## src/inc/run_reset_pkg.sv

```systemverilog
// constants and carriers for the run and reset command control
// Contract
// - a one written to the reset bit returns pipelines, timers, counters and state machines to initial values.
// - a controller reset aborts at once any bus transaction in progress.
// - a controller reset never drives a bus reset on a downstream port.
// - a controller reset restores all operational and port state and hands ports to the companion.
// - the device clears the reset bit itself when the reset process ends.
// - a written zero to the reset bit during a reset is ignored and the reset runs to completion.
// - while the run bit is one the schedule keeps executing, and zero asks for a stop.
// - after run is cleared the device finishes pending work and halts within 16 micro-frames.
// - the halted flag rises only after pending transactions finish and the stopped state is entered (the code also raises it at the stop limit with pipe_busy high).
// - the halted flag is zero whenever run is one and is set once stopped, by software or error.
package run_reset_pkg;
  localparam int CMD_RUN_BIT = 0;
  localparam int CMD_RESET_BIT = 1;
  localparam logic CMD_RUN_RESET_VAL = 1'b0;
  localparam logic CMD_RESET_RESET_VAL = 1'b0;
  localparam logic HALTED_RESET_VAL = 1'b1;
  localparam int CLK_MHZ = 200;
  localparam int MICROFRAME_US = 125;
  localparam int STOP_LIMIT_UFRAMES = 16;
  localparam int UFRAME_CYCLES = MICROFRAME_US * CLK_MHZ;
  localparam int STOP_LIMIT_CYCLES = STOP_LIMIT_UFRAMES * UFRAME_CYCLES;
  localparam int RESET_HOLD_CYCLES = 16;

  typedef struct packed {
    logic wr;
    logic [1:0] data;
  } cmd_write_s;

  typedef struct packed {
    logic run_enable;
    logic soft_reset;
    logic halted;
  } cmd_status_s;
endpackage

```

## src/core/run_reset_control.sv

```systemverilog
// run/stop and soft reset command control of the host controller
`timescale 1ns/100ps
module run_reset_control
  import run_reset_pkg::*;
#(
  parameter int STOP_LIMIT = STOP_LIMIT_CYCLES,
  parameter int HOLD = RESET_HOLD_CYCLES
)
(
  input wire logic ref_clk,
  input wire logic resetn,
  input cmd_write_s cmd_write,
  input wire logic error_stop,
  input wire logic pipe_busy,
  output cmd_status_s status,
  output logic sched_execute,
  output logic txn_abort,
  output logic ctrl_reset,
  output logic port_owner_companion,
  output logic port_bus_reset
);
  typedef enum logic [2:0]
  {
    ST_HALTED = 3'b001,
    ST_RUNNING = 3'b010,
    ST_STOPPING = 3'b100
  } run_state_e;

  localparam int SW = $clog2(STOP_LIMIT + 1);

  logic rst_sync1_reg;
  logic rst_sync2_reg;
  logic rst_n;
  logic run_reg;
  logic reset_bit_reg;
  logic halted_reg;
  logic port_comp_reg;
  logic [SW-1:0] stop_cnt_reg;
  run_state_e state_reg;
  run_state_e state_next;
  logic seq_busy;
  logic seq_done;
  logic reset_start;

  initial
  begin
    if (STOP_LIMIT < 2)
      $error("stop limit must be at least two cycles");
    if (HOLD < 8 || HOLD > 32)
      $error("reset hold must lie between 8 and 32 cycles");
  end

  always_ff @(posedge ref_clk or negedge resetn)
  begin
    if (!resetn)
    begin
      rst_sync1_reg <= 1'b0;
      rst_sync2_reg <= 1'b0;
    end
    else
    begin
      rst_sync1_reg <= 1'b1;
      rst_sync2_reg <= rst_sync1_reg;
    end
  end
  assign rst_n = rst_sync2_reg;

  assign reset_start = cmd_write.wr && cmd_write.data[CMD_RESET_BIT] && !reset_bit_reg;

  reset_sequencer #(.HOLD(HOLD)) u_seq
  (
    .ref_clk(ref_clk),
    .rst_n(rst_n),
    .start(reset_start),
    .busy(seq_busy),
    .done(seq_done)
  );

  // reset bit: set by write of one, cleared only by completion
  always_ff @(posedge ref_clk or negedge rst_n)
  begin
    if (!rst_n)
      reset_bit_reg <= CMD_RESET_RESET_VAL;
    else if (reset_start)
      reset_bit_reg <= 1'b1;
    else if (seq_done)
      reset_bit_reg <= 1'b0;
  end

  // run bit; reset forces it clear and writes during reset are dropped
  always_ff @(posedge ref_clk or negedge rst_n)
  begin
    if (!rst_n)
      run_reg <= CMD_RUN_RESET_VAL;
    else if (reset_start || reset_bit_reg)
      run_reg <= 1'b0;
    else if (error_stop)
      run_reg <= 1'b0;
    else if (cmd_write.wr)
      run_reg <= cmd_write.data[CMD_RUN_BIT];
  end

  always_comb
  begin
    state_next = state_reg;
    case (state_reg)
      ST_HALTED:
        if (run_reg)
          state_next = ST_RUNNING;
      ST_RUNNING:
        if (!run_reg)
          state_next = ST_STOPPING;
      ST_STOPPING:
        if (!pipe_busy || stop_cnt_reg == SW'(1))
          state_next = ST_HALTED;
      default:
        state_next = ST_HALTED;
    endcase
  end

  always_ff @(posedge ref_clk or negedge rst_n)
  begin
    if (!rst_n)
      state_reg <= ST_HALTED;
    else if (reset_bit_reg)
      state_reg <= ST_HALTED;
    else
      state_reg <= state_next;
  end

  // bounds the drain of pipelined work to the stop limit
  // one cycle goes to entering the stopping state, so the count starts one short
  always_ff @(posedge ref_clk or negedge rst_n)
  begin
    if (!rst_n)
      stop_cnt_reg <= '0;
    else if (reset_bit_reg || state_reg != ST_STOPPING)
      stop_cnt_reg <= SW'(STOP_LIMIT - 1);
    else if (stop_cnt_reg != '0)
      stop_cnt_reg <= stop_cnt_reg - SW'(1);
  end

  // halted only once stopped; cleared as soon as run goes high
  always_ff @(posedge ref_clk or negedge rst_n)
  begin
    if (!rst_n)
      halted_reg <= HALTED_RESET_VAL;
    else if (run_reg)
      halted_reg <= 1'b0;
    else if (state_next == ST_HALTED)
      halted_reg <= 1'b1;
  end

  // ports go back to the companion on every controller reset
  always_ff @(posedge ref_clk or negedge rst_n)
  begin
    if (!rst_n)
      port_comp_reg <= 1'b1;
    else if (reset_bit_reg)
      port_comp_reg <= 1'b1;
    else if (run_reg)
      port_comp_reg <= 1'b0;
  end

  assign status.run_enable = run_reg;
  assign status.soft_reset = reset_bit_reg;
  assign status.halted = halted_reg && !run_reg;
  // no new schedule work while draining after a stop
  assign sched_execute = (state_reg == ST_RUNNING) && !reset_bit_reg;
  assign txn_abort = reset_bit_reg;
  assign ctrl_reset = reset_bit_reg || seq_busy;
  assign port_owner_companion = port_comp_reg;
  // controller reset is kept away from port signalling
  assign port_bus_reset = 1'b0;
endmodule

```

## src/core/reset_sequencer.sv

```systemverilog
// counted sequencer that holds the internal reset for a fixed span
`timescale 1ns/100ps
module reset_sequencer
  import run_reset_pkg::*;
#(
  parameter int HOLD = RESET_HOLD_CYCLES
)
(
  input wire logic ref_clk,
  input wire logic rst_n,
  input wire logic start,
  output logic busy,
  output logic done
);
  localparam int CW = $clog2(HOLD + 1);
  logic [CW-1:0] cnt_reg;

  initial
  begin
    if (HOLD < 1)
      $error("reset hold must be at least one cycle");
  end

  // a fresh start while busy is ignored: the sequence always finishes
  always_ff @(posedge ref_clk or negedge rst_n)
  begin
    if (!rst_n)
      cnt_reg <= '0;
    else if (cnt_reg != '0)
      cnt_reg <= cnt_reg - CW'(1);
    else if (start)
      cnt_reg <= CW'(HOLD);
  end

  assign busy = (cnt_reg != '0);
  assign done = (cnt_reg == CW'(1));
endmodule

```

## config.mk

```make
export PLATFORM = sky130hd
export DESIGN_NAME = run_reset_control
export DESIGN_NICKNAME = d
export VERILOG_FILES = /design/src/inc/run_reset_pkg.sv /design/src/core/run_reset_control.sv /design/src/core/reset_sequencer.sv
export SDC_FILE = /design/constraint.sdc
export NUM_CORES = 1
export LEC_CHECK = 0
export BUFFER_PORTS_ARGS = -buffer_cell sky130_fd_sc_hd__buf_4
export CAP_MARGIN = 40
export CORE_MARGIN = 8
export CORE_UTILIZATION = 40
export CTS_CLUSTER_DIAMETER = 60
export DETAILED_ROUTE_END_ITERATION = 8
export PLACE_DENSITY = 0.57
export SLEW_MARGIN = 0
export SYNTH_ARGS = -nofsm -noshare
export SYNTH_HDL_FRONTEND = slang
export SYNTH_HIERARCHICAL = 1
export SYNTH_SLANG_ARGS = --single-unit
```

## constraint.sdc

```tcl
create_clock -name ref_clk -period 1.9 [get_ports ref_clk]
set_input_delay 0.285 -clock ref_clk [delete_from_list [all_inputs] [get_ports ref_clk]]
set_output_delay 0.285 -clock ref_clk [all_outputs]
set_load 0.01 [all_outputs]
```

==> results.toml <==
[global_routing]
track_usage_pct = 12.6
grt_pass1_vias = 1640
grt_pass1_wl_mm = 7.52
antenna_found_initial = 0
grt_max_degree = 23
gr-total-overflow = 0

[clock_network]
cts.sinks = 33
cts_tree = "built"
clk_pin_slew_ps = 70
cts_buffer_depth = 2
cts_root_buffer = "clkbuf_8"
h-tree-depth = 2
cts_inserted_buffers = 5
clk-insertion-delay-late_ps = 290

[logic_synthesis]
yosysTopAreaCellShare_pct = 40.3
yosysWarnings = 6
yosys-top-cells-count = "30 x dfrtp_1, 17 x nor2_1, 13 x nand2_1"
syn_area_um2 = 1860
synthTopCellsByArea = "dfrtp_1 40%, dfstp_2 4.2%, mux2i_1 3.8%"
ys_seq_area_share_pct = 44.6
netlist.top_cell.by_area = "dfrtp_1"
synth-edff-count = 0
synthCells = 193
synthArstFlopShare_pct = 100
synth_fp_nets = 205
yosysMostFrequentCell = "dfrtp_1"
synth_top_flop_cell = "dfrtp_1"
synth.avg_cell_area_um2 = 9.64
synth-seq-cells = 33
synth.distinct_cells = 50

[placement]
place_congestion = 0.840
dp_slack_ps = 70.3
post-place-cells = 269
place_hpwl_mm = 3.18
post_dp_cell_area_um2 = 2150
io_buffer_count = 13

[min_path]
min_from = "error_stop"
hold_class = "in -> reg"

[floorplanning]
initial_core_util_pct = 40.5
rows = 25
die_h_um = 84.2
core_um2 = 4600
io_pins = 15
die_x_um = 84.2
die_area_um2 = 7090

[timing]
setup_viol = 0
clock.fmax_ghz = 0.538
tns_ps = 0
tightestPinTransition_ps = 501
maxSlewViolCount = 0
rsz0062_at_grt = "true"
finalHoldViolCount = 0
relSlewSlack_pct = 66.6
clock_skew_ps = 4.40
fin_ws_ps = 42.8
fin_crit_ps = 1860
fin_crit_sh_pct = 97.7
whs_ps = 143

[worst_setup_path]
cp-end-kind = "output pin"
crit_path_start_kind = "flop"
cp.arrival_ps = 1570
path_max_fanout = 3
regToRegSetupSlack_ps = 90
r2r_cells = 4
crit_type = "reg -> out"
rr_startpoint = "stop_cnt_reg[3]"
crit_start = "u_seq/cnt_reg[1]"
crit_end = "ctrl_reset"
required_ps = 1620
r2r-end = "stop_cnt_reg[15]"

[drt]
ant_nets = 0
routed_via_density = 5.58
vias = 1596
drt_iter0_drc = 88
drc = 0
drt-wirelength-per-cell_um = 15.4
first_pass_iters = 4
wl_mm = 4.39

[final_layout]
fin_cells = 286
largest_reg_flops = 19
fillers = 435
final_core_util_pct = 51.0
drive_gt1_share_pct = 28.4
synthToLayoutAreaGrowth_pct = 26.0
antenna_cells = 0
fin_area_um2 = 2340
fin_nets = 243

[power_and_ir_drop]
p_leak_nw = 0.930
ir_drop_mv = 0.576
pwr_density_cell_nw_per_um2 = 804
power.total_mw = 1.88

[status]
outcome = "completed"

[flow_run]
maxCapViolCount = 0
==> kinds of logic after synthesis <==
group,synth area share (%)
adders and majority gates,3.36
muxes,4.37
buffers and inverters,4.98
DFF,44.6
other,0.404
AOI/OAI and AO/OA,13.6
xor gates and xnor gates,0.942
and+or+nand+nor,27.8
==> where the power goes <==
part	internal (mW)	leakage (nW)	total (mW)	switching, mW
Sequential	0.775	0.371	0.867	0.0925
Clock	0.254	0.0450	0.525	0.271
Combinational	0.279	0.513	0.492	0.213
Total	1.31	0.930	1.88	0.577
==> metal layers <==
| layer | global-route usage [%] | vias to the layer above | part of all wire (%) |
|---|---|---|---|
| li1 | - | 786 | - |
| met1 | 15.7 | 781 | 45 |
| met2 | 20.9 | 22 | 50 |
| met3 | 3.00 | 7 | 3.5 |
| met4 | 4.08 | 0 | 1.2 |
| met5 | 0 | - | 0 |
==> what timing repair did <==
action,CTS,global route
endpoints found under the setup margin,1,11
hold buffers,1,0
pin swaps,0,4
setup buffers,3,5
resized for setup,2,8
endpoints found under the hold margin,2,0
==> how the worst min path moves through the flow <==
stage / slack (ps) / end / depth (start not counted)
after global routing: 140 / run_reg / 2
after detailed placement: 70 / rst_sync1_reg / 1
after global placement: 70 / rst_sync1_reg / 1
after CTS: 130 / run_reg / 2
final: 140 / run_reg / 2
after floorplan: -10 / rst_n / 0
==> area by class of cell <==
cell class / count / area, µm² / share of cell area [%]
Multi-Input combinational cell: 140 / 982 / 41.9
Sequential cell: 33 / 831 / 35.5
Timing Repair Buffer: 42 / 347 / 14.8
Clock buffer: 6 / 72.6 / 3.10
Tap cell: 54 / 67.6 / 2.88
Inverter: 9 / 33.8 / 1.44
Clock inverter: 2 / 10.0 / 0.427
==> critical path: stages, from the launching register on <==
cell	delay (ps)
dfrtp_1	400
inv_2	90
ha_4	140
nor4b_4	200
inv_1	50
or2_2	280
buf_6	120
==> cells in the final DEF, fill, tap and decap left out, types with 2 or more instances in the layout <==
| cell type | count |
|---|---|
| a21oi_1 | 7 |
| inv_2 | 2 |
| buf_4 | 38 |
| nor3_1 | 7 |
| xnor2_1 | 2 |
| o211ai_1 | 2 |
| nor2b_1 | 3 |
| nand2_1 | 13 |
| o21ai_0 | 7 |
| nor4_4 | 2 |
| nor3b_1 | 4 |
| o21a_1 | 2 |
| buf_12 | 2 |
| and3_1 | 2 |
| dfrtp_1 | 29 |
| clkinv_2 | 2 |
| nor4_1 | 5 |
| nand3b_1 | 4 |
| ha_1 | 4 |
| dfstp_2 | 3 |
| nor4b_1 | 3 |
| mux2i_1 | 7 |
| or4_1 | 5 |
| inv_1 | 7 |
| clkbuf_8 | 5 |
| nand4_1 | 4 |
| a31oi_1 | 2 |
| or3_1 | 2 |
| nand2b_1 | 3 |
| a211oi_1 | 3 |
| o31ai_1 | 3 |
| nand3_1 | 4 |
| nor2_1 | 17 |
| conb_1 | 2 |
Note: power is estimated with default switching activity, not from simulation.
